==> src/hdl/token_host_regs.svh <==
// Timing counts and field positions for the token-flag host controller.
// Assumes a 200 MHz CLOCK; included by the host package users.
`ifndef TOKEN_HOST_REGS_SVH
`define TOKEN_HOST_REGS_SVH

`define CLK_PERIOD_NS     5
`define ACCESS_SETUP_NS   10
`define ACCESS_SETUP_CYC  ((`ACCESS_SETUP_NS + `CLK_PERIOD_NS - 1) / `CLK_PERIOD_NS)
`define STROBE_NS         20
`define STROBE_CYC        ((`STROBE_NS + `CLK_PERIOD_NS - 1) / `CLK_PERIOD_NS)
`define RECOVER_NS        10
`define RECOVER_CYC       ((`RECOVER_NS + `CLK_PERIOD_NS - 1) / `CLK_PERIOD_NS)
`define TOKEN_COUNT       8
`define TOKEN_IDX_W       3
`define FLAG_BIT          0
`define DATA_W            16
`define ADDR_W            13

`endif

==> src/hdl/token_host_pkg.sv <==
// Types for the token-flag host controller.
// Counts and positions come from token_host_regs.svh.
package token_host_pkg;
	typedef enum {
		ST_IDLE,
		ST_SETUP,
		ST_STROBE,
		ST_RECOVER,
		ST_DONE
	} host_state_t;

	typedef enum logic [1:0] {
		CMD_CLAIM   = 2'h0,
		CMD_RELEASE = 2'h1,
		CMD_POLL    = 2'h2,
		CMD_INIT    = 2'h3
	} host_cmd_t;
endpackage

==> src/hdl/token_host.sv <==
// Host-side controller for one port of a dual-port token-flag block.
// Assumes the device port pins are wired directly; data bus is two-way.
`timescale 1ns/10ps
`default_nettype none
`include "token_host_regs.svh"
// Functional notes
// - Tokens active low: zero claims, one releases
// - Flag select low, else SRAM-style access
// - Claim writes zero then reads back
// - Failed claim: poll again or withdraw
// - Deassert strobes between polling reads
// - Write one to all tokens after power-up
// - Memory chip enable high during access
module token_host
	import token_host_pkg::*;
(
	input  wire logic                    CLOCK,        // 200 MHz clock
	input  wire logic                    RST,          // Asynchronous reset, high
	input  wire logic                    CMD_VALID,    // Command request
	output logic                         CMD_READY,    // Idle, command accepted
	input  wire logic [1:0]              CMD_OP,       // host_cmd_t code
	input  wire logic [`TOKEN_IDX_W-1:0] CMD_TOKEN,    // Token number
	output logic                         RSP_VALID,    // One-cycle answer pulse
	output logic                         RSP_OWNED,    // Claim or poll saw zero
	output logic                         INIT_BUSY,    // Power-up release running
	output logic [`ADDR_W-1:0]           TOKEN_INDEX_ADDR, // Device address pins
	output logic                         CHIP_ENABLE_N, // Memory chip enable
	output logic                         FLAG_SPACE_SELECT_N, // Token space select
	output logic                         OUT_ENABLE_N,  // Output enable
	output logic                         READ_WRITE_N,  // High read, low write
	input  wire logic [`DATA_W-1:0]      DATA_IN,      // Data pins, input side
	output logic      [`DATA_W-1:0]      DATA_OUT,     // Data pins, driven value
	output logic                         DATA_OE       // High while driving data
);
	localparam int SETUP_CYC   = `ACCESS_SETUP_CYC;
	localparam int STROBE_CYC  = `STROBE_CYC;
	localparam int RECOVER_CYC = `RECOVER_CYC;

	host_state_t                 state_q, state_d;
	logic [3:0]                  cnt_q;
	logic [`TOKEN_IDX_W-1:0]     tok_q;
	logic                        is_write_q;
	logic                        wdata_q;
	logic                        read_after_q;
	logic                        init_q;
	logic                        owned_q;
	logic                        rsp_q;
	logic [`DATA_W-1:0]          data_sync;

	pin_sync #(.W(`DATA_W)) u_sync (
		.clk (CLOCK),
		.rst (RST),
		.d   (DATA_IN),
		.q   (data_sync)
	);

	wire cmd_take   = CMD_VALID && CMD_READY;
	wire cnt_done   = (cnt_q == 4'h0);
	wire last_token = (tok_q == `TOKEN_IDX_W'(`TOKEN_COUNT - 1));
	wire in_access  = (state_q == ST_SETUP) || (state_q == ST_STROBE);
	// Select and write data stay one cycle past the write strobe, so the
	// strobe edge that lands the write never races the select edge
	wire hold_cyc   = (state_q == ST_RECOVER) && !cnt_done;
	wire sel_active = in_access || hold_cyc;
	wire read_flag  = data_sync[`FLAG_BIT];

	assign CMD_READY           = (state_q == ST_IDLE) && !init_q;
	assign RSP_VALID           = rsp_q;
	assign RSP_OWNED           = owned_q;
	assign INIT_BUSY           = init_q;
	assign CHIP_ENABLE_N       = 1'b1;
	assign FLAG_SPACE_SELECT_N = !sel_active;
	assign OUT_ENABLE_N        = !(in_access && !is_write_q);
	assign READ_WRITE_N        = !((state_q == ST_STROBE) && is_write_q);
	assign DATA_OE             = sel_active && is_write_q;
	assign DATA_OUT            = {{(`DATA_W-1){1'b1}}, wdata_q};
	assign TOKEN_INDEX_ADDR    = {{(`ADDR_W-`TOKEN_IDX_W){1'b0}}, tok_q};

	always_comb begin
		state_d = state_q;
		unique case (state_q)
			ST_IDLE: begin
				if (cmd_take || init_q) begin
					state_d = ST_SETUP;
				end
			end
			ST_SETUP: begin
				if (cnt_done) begin
					state_d = ST_STROBE;
				end
			end
			ST_STROBE: begin
				if (cnt_done) begin
					state_d = ST_RECOVER;
				end
			end
			ST_RECOVER: begin
				if (cnt_done) begin
					state_d = ST_DONE;
				end
			end
			ST_DONE: begin
				if (read_after_q && !init_q) begin
					state_d = ST_SETUP;
				end else begin
					state_d = ST_IDLE;
				end
			end
		endcase
	end

	always_ff @(posedge CLOCK or posedge RST) begin
		if (RST) begin
			state_q      <= ST_IDLE;
			cnt_q        <= 4'h0;
			tok_q        <= '0;
			is_write_q   <= 1'b0;
			wdata_q      <= 1'b1;
			read_after_q <= 1'b0;
			init_q       <= 1'b1;
			owned_q      <= 1'b0;
			rsp_q        <= 1'b0;
		end else begin
			state_q <= state_d;
			rsp_q   <= 1'b0;
			unique case (state_q)
				ST_IDLE: begin
					cnt_q <= 4'(SETUP_CYC - 1);
					if (init_q) begin
						is_write_q   <= 1'b1;
						wdata_q      <= 1'b1;
						read_after_q <= 1'b0;
					end else if (cmd_take) begin
						tok_q        <= CMD_TOKEN;
						is_write_q   <= (CMD_OP != 2'(CMD_POLL));
						wdata_q      <= (CMD_OP != 2'(CMD_CLAIM));
						read_after_q <= (CMD_OP == 2'(CMD_CLAIM));
					end
				end
				ST_SETUP: begin
					if (cnt_done) begin
						cnt_q <= 4'(STROBE_CYC - 1);
					end else begin
						cnt_q <= cnt_q - 4'h1;
					end
				end
				ST_STROBE: begin
					if (cnt_done) begin
						cnt_q <= 4'(RECOVER_CYC - 1);
						if (!is_write_q) begin
							owned_q <= !read_flag;
						end
					end else begin
						cnt_q <= cnt_q - 4'h1;
					end
				end
				ST_RECOVER: begin
					if (!cnt_done) begin
						cnt_q <= cnt_q - 4'h1;
					end
				end
				ST_DONE: begin
					cnt_q <= 4'(SETUP_CYC - 1);
					if (init_q) begin
						tok_q <= `TOKEN_IDX_W'(tok_q + 1'b1);
						if (last_token) begin
							init_q <= 1'b0;
						end
					end else if (read_after_q) begin
						is_write_q   <= 1'b0;
						read_after_q <= 1'b0;
					end else begin
						if (is_write_q && wdata_q) begin
							owned_q <= 1'b0;
						end
						rsp_q <= 1'b1;
					end
				end
			endcase
		end
	end

	a_no_chip_enable: assert property (@(posedge CLOCK) disable iff (RST)
		!FLAG_SPACE_SELECT_N |-> CHIP_ENABLE_N)
		else $error("Memory enable active during token access");
	a_write_one_bit: assert property (@(posedge CLOCK) disable iff (RST)
		!READ_WRITE_N |-> DATA_OE && DATA_OUT[`FLAG_BIT] == wdata_q)
		else $error("Write strobe without driven flag bit");
	a_poll_gap: assert property (@(posedge CLOCK) disable iff (RST)
		$rose(FLAG_SPACE_SELECT_N) |-> FLAG_SPACE_SELECT_N [*2])
		else $error("Select not released between accesses");
	a_claim_readback: assert property (@(posedge CLOCK) disable iff (RST)
		(cmd_take && CMD_OP == 2'(CMD_CLAIM)) |-> ##[1:40] (!OUT_ENABLE_N && READ_WRITE_N))
		else $error("Claim not followed by read-back");
	a_write_strobe: assert property (@(posedge CLOCK) disable iff (RST)
		$fell(READ_WRITE_N) |-> !READ_WRITE_N [*4] ##1 READ_WRITE_N)
		else $error("Write strobe length wrong");
	a_init_first: assert property (@(posedge CLOCK) disable iff (RST)
		init_q && !FLAG_SPACE_SELECT_N |-> DATA_OE && DATA_OUT[`FLAG_BIT] && !CMD_READY)
		else $error("Power-up access is not a write of one");
	a_oe_select: assert property (@(posedge CLOCK) disable iff (RST)
		!OUT_ENABLE_N |-> !FLAG_SPACE_SELECT_N && !DATA_OE)
		else $error("Output enable outside a token read");
	a_addr_low: assert property (@(posedge CLOCK) disable iff (RST)
		!FLAG_SPACE_SELECT_N && !$past(FLAG_SPACE_SELECT_N) |->
		$stable(TOKEN_INDEX_ADDR) && TOKEN_INDEX_ADDR[`ADDR_W-1:`TOKEN_IDX_W] == '0)
		else $error("Token address moved or upper lines driven");
endmodule
`default_nettype wire

==> src/hdl/pin_sync.sv <==
// Two-stage synchroniser for a bus of pin inputs.
// Assumes the pins are asynchronous to CLOCK.
`timescale 1ns/10ps
`default_nettype none
module pin_sync #(
	parameter int W = 16
) (
	input  wire logic         clk,    // Local clock
	input  wire logic         rst,    // Asynchronous reset
	input  wire logic [W-1:0] d,      // Asynchronous pins
	output logic      [W-1:0] q       // Synchronised value
);
	logic [W-1:0] meta_q;

	always_ff @(posedge clk or posedge rst) begin
		if (rst) begin
			meta_q <= '0;
			q      <= '0;
		end else begin
			meta_q <= d;
			q      <= meta_q;
		end
	end
endmodule
`default_nettype wire

==> config.mk <==
export PLATFORM = sky130hd
export DESIGN_NAME = token_host
export DESIGN_NICKNAME = d
export VERILOG_FILES = /design/src/hdl/token_host_pkg.sv /design/src/hdl/token_host.sv /design/src/hdl/pin_sync.sv
export VERILOG_INCLUDE_DIRS = /design/src /design/src/hdl
export SDC_FILE = /design/constraint.sdc
export NUM_CORES = 1
export LEC_CHECK = 0
export BUFFER_PORTS_ARGS = -buffer_cell sky130_fd_sc_hd__buf_2
export CAP_MARGIN = 30
export CORE_MARGIN = 5
export CORE_UTILIZATION = 45
export DETAILED_ROUTE_END_ITERATION = 12
export GPL_TIMING_DRIVEN = 0
export MAX_ROUTING_LAYER = met4
export PLACE_DENSITY_LB_ADDON = 0.25
export SLEW_MARGIN = 20
export SYNTH_ARGS = -nofsm -noshare
export SYNTH_HDL_FRONTEND = slang
export SYNTH_HIERARCHICAL = 1
export SYNTH_SLANG_ARGS = --single-unit
==> constraint.sdc <==
create_clock -name CLOCK -period 2.8 [get_ports CLOCK]
set_input_delay 0.42 -clock CLOCK [delete_from_list [all_inputs] [get_ports CLOCK]]
set_output_delay 0.42 -clock CLOCK [all_outputs]
set_load 0.02 [all_outputs]
* Word-level counts from Yosys, hierarchy flattened
Cells that the tools add are included.
W data, S select, Z words.
** Storage, ports and cells
- Word-level logic and storage cells :: 105
- Register bits after elaboration :: 47
- Output and inout bits :: 38
** Operators by class
- Mux-type cells :: 36
- Equality and inequality tests :: 23
- Reduce and logical (&&, ||, !) cells :: 33
- Add/sub/neg operators :: 2
** Operators with widths (number)
- $pmux W32 S5 :: 1
- $mux W32 :: 4
- $eq A32 B2 Y1 const B :: 3
- $eq A32 B3 Y1 const B :: 3
- $logic_not A32 Y1 :: 2
- $eq A32 B1 Y1 const B :: 1
- $ne A2 B2 Y1 const B :: 14
- $mux W1 :: 20
- $pmux W4 S4 :: 1
- $mux W4 :: 3
- $reduce_and A4 Y1 :: 3
- $mux W3 :: 3
- $logic_and A1 B1 Y1 :: 8
- $reduce_bool A2 Y1 :: 4
- $logic_not A1 Y1 :: 7
- $pmux W1 S2 :: 3
- $pmux W3 S2 :: 1
- $reduce_and A6 Y1 :: 1
- $logic_not A4 Y1 :: 1
- $sub A4 B1 Y4 const B :: 1
- $add A3 B1 Y3 const B :: 1
- $eq A3 B3 Y1 const B :: 1
- $logic_or A1 B1 Y1 :: 3
- $ne A3 B3 Y1 const B :: 1
- other kinds (4) :: 4

* Depth between registers and ports, before layout
Gate-level depths: netlist of run 1.
- Word-level depth :: 6
- Depth in mapped cells :: 6
- Depth with buffers taken out :: 6

* By module
The synthesis of run 1 kept the hierarchy.
** By module, submodules not included
- token_host :: area an instance 1153.6 µm², cells an instance 132, seq. area each 402.9 µm², instances 1
- pin_sync :: area an instance 804.5 µm², cells an instance 33, seq. area each 800.8 µm², instances 1

* Worst setup path before layout of run 1
No wires, ideal clock.
- Path type :: reg2out
- From :: register state_q[1]
- To :: output port CMD_READY
- Slack :: 1127 ps
- Path buffers :: 1
- Arrival time :: 1253 ps
- Stages on the path, launching flop included :: 4
- Data required time :: 2380 ps
- Path through :: dfrtp_1 > buf_2 > or2_1 > nor3_1
** On the way
- Cells in the longest elaborated chain, start to end :: 2
** RTL lines
- from (decl) :: line token_host.sv:39 : host_state_t state_q, state_d;
- from (signal assigned) :: line token_host.sv:124 : state_q <= state_d;
- $logic_not A32 Y1 :: line token_host.sv:67 : assign CMD_READY = (state_q == ST_IDLE) && !init_q;
- $logic_and A1 B1 Y1 :: line token_host.sv:67
- to (decl) :: line token_host.sv:20 : output logic CMD_READY,
No other way between the ends.

* Worst setup path in the final report of run 1
- From :: register cnt_q[0]
- To :: output port DATA_OE
** On the way
- Cells in the longest elaborated chain, start to end :: 5
** RTL lines
- from (decl) :: line token_host.sv:40 : logic [3:0] cnt_q;
- from (signal assigned) :: line token_host.sv:128 : cnt_q <= 4'(SETUP_CYC - 1);
- from (signal assigned) :: line token_host.sv:142 : cnt_q <= 4'(STROBE_CYC - 1);
- from (signal assigned) :: line token_host.sv:144 : cnt_q <= cnt_q - 4'h1;
- $logic_not A4 Y1 :: line token_host.sv:58 : wire cnt_done = (cnt_q == 4'h0);
- $logic_not A1 Y1
- $logic_and A1 B1 Y1 :: line token_host.sv:63 : wire hold_cyc = (state_q == ST_RECOVER) && !cnt_done;
- $logic_or A1 B1 Y1 :: line token_host.sv:64 : wire sel_active = in_access || hold_cyc;
- $logic_and A1 B1 Y1 :: line token_host.sv:75 : assign DATA_OE = sel_active && is_write_q;
- to (decl) :: line token_host.sv:33 : output logic DATA_OE
No other way between the ends.

==> summary.md, run 1 <==
The final antenna-violating net count is 0, and the number of resized instances in the post-cts repair step is 0. For the number of max-cap violations, the log shows 0. The initial antenna violation count was 0. Total iterations of the first detailed-routing run: 5.

Summing all flip-flop and latch instances after layout gives 453 um^2. Maximum frequency from static timing analysis: 453 MHz. The largest fanout on the critical path is 5, and the count of input and output buffers is 20. The run gives 1 as the count of H-tree levels built during CTS. The placed cell area was 0.00144 mm^2. Counting every sink on the clock net gives 18.

The worst register-to-register path has a depth of 6. Cells with a size suffix above 1 make up 33.7% of the layout. The core box area is 0.00252 mm^2. The worst setup path startpoint was cnt_q[0].

The worst setup slack for register-to-register paths was 1.03 ns. The worst path in the final design needs a cycle of 2.21 ns, including I/O delays and setup. Dividing the detail-routed via count by the number of cells gives 4.61. The finished cells cover 0.00148 mm^2.

The worst setup slack after placement is 0.925 ns. For the pin with the worst max-slew slack, the measured transition is 0.609 ns. The critical path ends at DATA_OE. The final setup violation count was 0.

Counting along the longest clock path gives a buffer depth of 2. The tools report the endpoint of the worst register-to-register path as RSP_OWNED. The launching point of the worst reg2reg path is cnt_q[0].

The final sum of negative setup slack came out at 0 ns. For this run the aggregate overflow at the end of global routing stands at 0. The total via count in the routed design is 987, and the worst path required time is 2.38 ns.

The final layout contains 212 nets. The critical path goes through inv_1, ha_1, nor3b_2, nand3_1, and3_1, buf_2. For the reported leakage power, the log shows 0.768 nW.

In this run the count of I/O pins placed on the die edge is 62. The type of the worst setup path was reg2out. Once the floorplan was initialized, standard cells occupied 47.9% of the core.

The worst max-slew margin expressed relative to the limit is 59.3%. The run gives 135 as the gate count of the mapped netlist. The tools report the pin count of the biggest net entering global routing as 17. Clock-pin slew was measured on the worst setup and hold paths at 0.11 ns. Setup repair after global routing left no endpoint under its margin. For the worst setup path, the data arrival time is 1.79 ns. In the final routed layout, each cell accounts on average for 11.3 um. Clock latency on the worst-skew pair, taken at its later pin, is 0.29 ns.

Clock tree synthesis selected as its root buffer the cell clkbuf_4. The mean instance size in the synthesized netlist came out at 8.94 um^2. The area growth from synthesis to layout was 22.7%; the total half-perimeter wirelength after legalization and detailed placement was 1.94 mm. For this run, the total global-route usage over all layers was measured as 13.6%.

For the post-detailed-routing wire length, the log shows 2.42 mm. For the count of warnings emitted by yosys, the log shows 6. In the routed design, unresolved DRC markers number 0. The tools report the number of global-route vias before repair as 910. The path category of the worst min-delay check is in2reg. The synthesized netlist occupies a cell area of 0.00121 mm^2.

In this run the number of cells on the critical path is 6. For this run, the slowest stage of the critical path takes 0.40 ns. IR analysis of the VDD net gives a maximum drop of 0.666 mV. The first global-routing pass estimated 3.84 mm of wire. The run gives 0 as the hold violation count in the final report.

The run finished with clean final reports. The number of antenna repair diodes is 0. Among all stages on the critical path, the largest delay is contributed by dfrtp_1. The critical path capture point type was an output pin. From bottom edge to top edge, the die measures 61.8 um. For this design the ratio of total power to cell area is 871 mW/mm^2. For this block, the initial DRC count from the detailed router was 44. The floorplan step set the die width to 61.8 um. The worst-case setup margin in the final layout is 0.592 ns. The multi-input logic area is 604 um^2. TritonCTS built the clock tree. Number of pins exceeding their max-slew limit in the final report: 0. The site row count came out at 18. The cell family contributing the most delay on the critical path is simple AND/OR/NAND/NOR gates. The filler cells instantiated in the layout total 237.

The startpoint class of the critical path is a flop. The floorplan step defined a die boundary enclosing 0.00382 mm^2. Together, buffers and inverters on the worst path number 2.

The part of the cycle the worst path needs came out at 78.9%. In this run, CTS created clock tree buffers numbering 3. At the end of routability-driven placement, the weighted congestion stood at 0.776. Setup clock skew after layout: 0.00756 ns.
==> worst min-delay path by stage <==
stage,start,cells after the start,endpoint
CTS,DATA_IN[0],1,u_sync/meta_q[0]
global placement,RST,2,u_sync/meta_q[0]
floorplan,RST,1,u_sync/meta_q[0]
detailed placement,RST,2,u_sync/meta_q[0]
global route,DATA_IN[0],1,u_sync/meta_q[0]
finish,DATA_IN[0],1,u_sync/meta_q[0]
==> cell type report <==
type                       instances  area share (%)
multi-input combinational        105            40.8
timing repair buffer              21            7.43
clock buffer                       4            2.45
inverter                           5            1.27
tap                               30            2.53
sequential                        18            30.6
buffer                            31            14.9
==> worst register-to-register path, stage by stage, from the launching register on <==
cell and delay (ns):
dfrtp_1 0.40, inv_1 0.08, ha_1 0.21, nor3b_2 0.34
nor2_1 0.10, nor4_2 0.17, mux2_1 0.35
==> state kept, by name (all words and copies together), names as in the netlist <==
signal and flops:
cnt_q 4, state_q 3, read_after_q 1, RSP_OWNED 1, u_sync/meta_q 1, INIT_BUSY 1, RSP_VALID 1, is_write_q 1
wdata_q 1, u_sync/q 1, tok_q 3
==> layer usage <==
layer	up-vias	GRT usage (%)	part of all wire, %
met5	-	-	0
met4	0	2.73	0
met3	0	3.51	7.7
met2	35	21.7	50
met1	453	17.5	42
li1	499	-	-
==> metrics by stage <==
| stage | util, % | hold slack (ns) | power [mW] | std cells |
|---|---|---|---|---|
| after CTS | 58.7 | 0.225 | 1.29 | 214 |
| after detailed placement | 56.9 | 0.285 | 1.13 | 209 |
| final | 58.7 | 0.228 | 1.29 | 214 |
| after floorplan | - | 0.161 | 0.962 | 159 |
| after global placement | 56.9 | 0.277 | 1.10 | 209 |
| after global routing | 58.7 | 0.211 | 1.40 | 214 |
==> timing repair <==
item                      4_1_cts  5_1_grt
hold buffers                    1        0
setup buffers                   0        0
hold endpoints to repair        2        0
==> placed cells by master (no fill, tap or decap), drive strengths merged, types with 2 or more instances in the layout <==
cell type and instances:
a21boi 2, a21oi 4, buf 50, clkbuf 5
conb 26, dfrtp 16, dfstp 2, ha 3
inv 5, mux2i 3, nand2 7, nand2b 4
nor2 16, nor3 6, nor3b 3, o21ai 7
o22a 2, or2 2, or3 2, or3b 2
==> power by group <==
| part | total, mW | leakage [nW] | switching (mW) | internal (mW) |
|---|---|---|---|---|
| combinational | 0.691 | 0.532 | 0.407 | 0.285 |
| clock | 0.162 | 0.0210 | 0.0823 | 0.0792 |
| sequential | 0.438 | 0.214 | 0.0810 | 0.357 |
| total | 1.29 | 0.768 | 0.570 | 0.721 |
Note: power is estimated with default switching activity, not from simulation.
==> run 2, diff against run 1 <==
==> constraint.sdc (replaced) <==
create_clock -name CLOCK -period 2.11 [get_ports CLOCK]
set_input_delay 0.3165 -clock CLOCK [delete_from_list [all_inputs] [get_ports CLOCK]]
set_output_delay 0.3165 -clock CLOCK [all_outputs]
set_load 0.02 [all_outputs]
==> summary.md, run 2 (synthesis gave the netlist of run 1 again) <==
The power density over cell area was 1170 mW/mm^2 (+34%); the global-route usage over all layers was 13.6% (unchanged). The clock edge transition at the registers on the reported setup and hold paths came out at 0.10 ns (about the same). The total half-perimeter wirelength after legalization and detailed placement was 1.94 mm (unchanged); the worst path required time was 1.79 ns (-0.59 ns). The count of input and output buffers was 20 (unchanged). Setup repair after global routing left no endpoint under its margin. The number of global-route vias before repair was 910 (unchanged); the number of sinks driven by the clock tree was 18 (unchanged). In this run the critical register-to-register path is captured at RSP_OWNED. The initial antenna violation count was 0 (unchanged); the number of flip-flops in the largest register was 4 (unchanged). The area of the die is 0.00382 mm^2 (unchanged), and the critical path's largest stage delay is 0.40 ns (about the same). The run gives 1.66 ns (-0.13 ns) as the signal arrival time at the worst endpoint. The clock latency reported for the late side of the worst-skew pair came out at 0.29 ns (about the same).

The run gives 45 (+2.3%) as the violation count after the first detailed-route iteration. Critical path's top delay family: simple AND/OR/NAND/NOR gates. The internal power component is 0.980 mW (+36%), and the number of remaining DRC errors is 0 (unchanged). The worst hold path begins at DATA_IN[0].

The worst register-to-register path begins at cnt_q[0]. The tools report the hold violation count in the final report as 0 (unchanged). The slowest stage of the critical path is the dfrtp_1 cell.

The overall overflow remaining after global route was 0 (unchanged). The reported leakage power is 0.771 nW (+0.46%). STA classifies the critical path endpoint as an output pin. The run gives 0 ns (unchanged) as the final sum of negative setup slack.

Net switching fraction of the power: 44.0% (-0.17 points). Traced cell by cell, the critical path runs through inv_1, ha_2, nor3b_4, nand3_1, and3_1, buf_2. Based on the critical path, the design can be clocked at up to 507 MHz. The largest registers in the layout are cnt_q x4, state_q x3, tok_q x3. The run gives 18 (unchanged) as the site row count. The sink of the worst hold path is u_sync/meta_q[0].

In the layout the commonest cells are buf_4, conb_1, buf_2. The average detailed-routed wire length per instance was 11.6 um (+2.3%). The run gives 2 (unchanged) as the buffer levels on the longest clock path. STA classifies the critical path startpoint as a flop. The number of top-level design ports is 62 (unchanged), and the sequential power share is 33.6% (-0.3 points).

The post-layout minimum cycle time was 1.97 ns; the total iterations of the first detailed-routing run was 4 (-1). The number of CTS-inserted buffers came out at 3 (unchanged). The detail-routed via count per cell came out at 4.64 (+0.64%).

The width of the die came out at 61.8 um (unchanged). The actual slew at the worst max-slew pin is 0.628 ns (+0.0184 ns). The total via count in the routed design was 998 (+1.1%).

The pin count of the biggest net entering global routing came out at 17 (unchanged). For the share of power burned in the clock network, the log shows 12.1% (-0.4 points). The count of H-tree levels built during CTS is 1 (unchanged), and the number of antenna repair diodes is 0 (unchanged). For the final antenna-violating net count, the log shows 0 (unchanged). The net load switching power was 0.770 mW (+35%); the worst ir drop on vdd was 0.887 mV (+33%).

The core box area was 0.00252 mm^2 (unchanged). The run gives 0.776 (unchanged) as the weighted congestion at the end of routability-driven global placement. In this run the worst hold path is classified as in2reg. The run gives 0.00334 ns (-0.00422 ns) as the setup clock skew after layout. For the post-detailed-routing wire length, the log shows 2.49 mm (+2.8%). The run gives 54.4% (+0.9 points) as the combinational group share of total power. The largest fanout on the critical path works out to 5 (unchanged). The number of max-cap violations is 0 (unchanged), and the area growth from synthesis to layout is 24.0%.

The worst path buffer plus inverter count came out at 2 (unchanged). The run gives 3.84 mm (unchanged) as the first-pass GRT wire length. The setup path with the least slack is of type reg2out.

The share of layout cells above drive strength 1 works out to 34.6% (+0.90 points). The register name with the most flops is cnt_q. The final setup violation count was 0 (unchanged); the number of pins exceeding their max-slew limit in the final report was 0 (unchanged). The worst setup slack for register-to-register paths is 0.37 ns (-0.66 ns). Worst hold path depth: 1 (unchanged). The flow ran to the end, and the final reports show no timing, DRC or antenna violations. Total number of nets in the final design: 213 (+0.47%).

For the worst setup slack after placement, the log shows 0.338 ns (-0.587 ns). Worst-case setup margin in the final layout: 0.137 ns (-0.455 ns). The cell count of the worst reg-to-reg path works out to 7 (+1). In the finished design, the share of the clock period the worst path needs comes to 93.5%. The filler cell count in the final layout was 237 (unchanged). The library cell used most frequently in the layout, excluding fill and tap cells, is buf_4. The tools report the starting density of the core as 47.9% (unchanged). TritonCTS built the clock tree.

The die height was 61.8 um (unchanged). The worst max-slew margin expressed relative to the limit is 58.1% (-1.2 points). The tools report the master cell of the clock root buffer as clkbuf_4.
[run 2: changes by cell type in the layout (fill, tap and decap cells not counted), sizes merged]
cell  previous run  this run
buf             50        51
[run 2: how the worst max path moves through the flow]
stage	from	endpoint	slack, ns	depth (start not counted)
floorplan	INIT_BUSY	tok_q[0]	0.51	5
global placement	cnt_q[0]	DATA_OE	0.35	6
detailed placement	cnt_q[0]	DATA_OE	0.34	6
CTS	cnt_q[0]	DATA_OE	0.004	6
global route	cnt_q[0]	DATA_OE	0.01	6
finish	cnt_q[0]	DATA_OE	0.14	6
[run 2: timing repair]
item / CTS / global route
endpoints found under the hold margin: 2 / 0
resized for setup: 0 / 2
buffers inserted: 0 / 1
hold buffers: 1 / 0
endpoints found under the setup margin: 0 / 2
[run 2: final cells by class]
type                    count  area, um^2  share of cell area [%]
plain buffers              31         221                    14.8
flip-flops and latches     18         453                    30.2
multi-input cells         105         613                    40.9
inverters                   5        18.8                    1.25
repair buffers             22         118                    7.85
clock buffers               4        36.3                    2.42
well taps                  30        37.5                    2.51
[run 2: through the flow]
| step | hold WS (ns) | total power [mW] | util (%) | cells | instance area [um^2] |
|---|---|---|---|---|---|
| final | 0.123 | 1.75 | 59.4 | 215 | 1500 |
| after global routing | 0.107 | 1.90 | 59.4 | 215 | 1500 |
| after CTS | 0.122 | 1.72 | 58.7 | 214 | 1480 |
| after detailed placement | 0.181 | 1.50 | 56.9 | 209 | 1440 |
| after global placement | 0.173 | 1.46 | 56.9 | 209 | 1440 |
| after floorplan | 0.0577 | 1.28 | - | 159 | 1300 |
[run 2: routing by layer]
metal | wire length [um] | up-vias | part of all wire [%] | GRT usage [%]
met2 | 1260 | 39 | 51 | 21.7
met1 | 990 | 459 | 40 | 17.5
met3 | 234 | 0 | 9.4 | 3.51
li1 | - | 500 | - | -
met4 | 0 | 0 | 0 | 2.73
met5 | 0 | - | 0 | -
[run 2: power groups by stage]
| stage | combinational [mW] | sequential (mW) | clock (mW) |
|---|---|---|---|
| 2_1_floorplan | 0.671 | 0.607 | 0 |
| 3_3_place_gp | 0.884 | 0.577 | 0 |
| 3_5_place_dp | 0.917 | 0.586 | 0 |
| 4_1_cts | 0.921 | 0.579 | 0.217 |
| 5_1_grt | 1.05 | 0.606 | 0.235 |
| 6_report | 0.951 | 0.587 | 0.212 |
[run 2: worst register-to-register path, cell delays in order, from the launching register on]
cell	delay [ns]
dfrtp_1	0.40
inv_1	0.08
ha_2	0.21
nor3b_4	0.22
buf_4	0.16
nor2_1	0.05
nor4_2	0.17
mux2_1	0.35
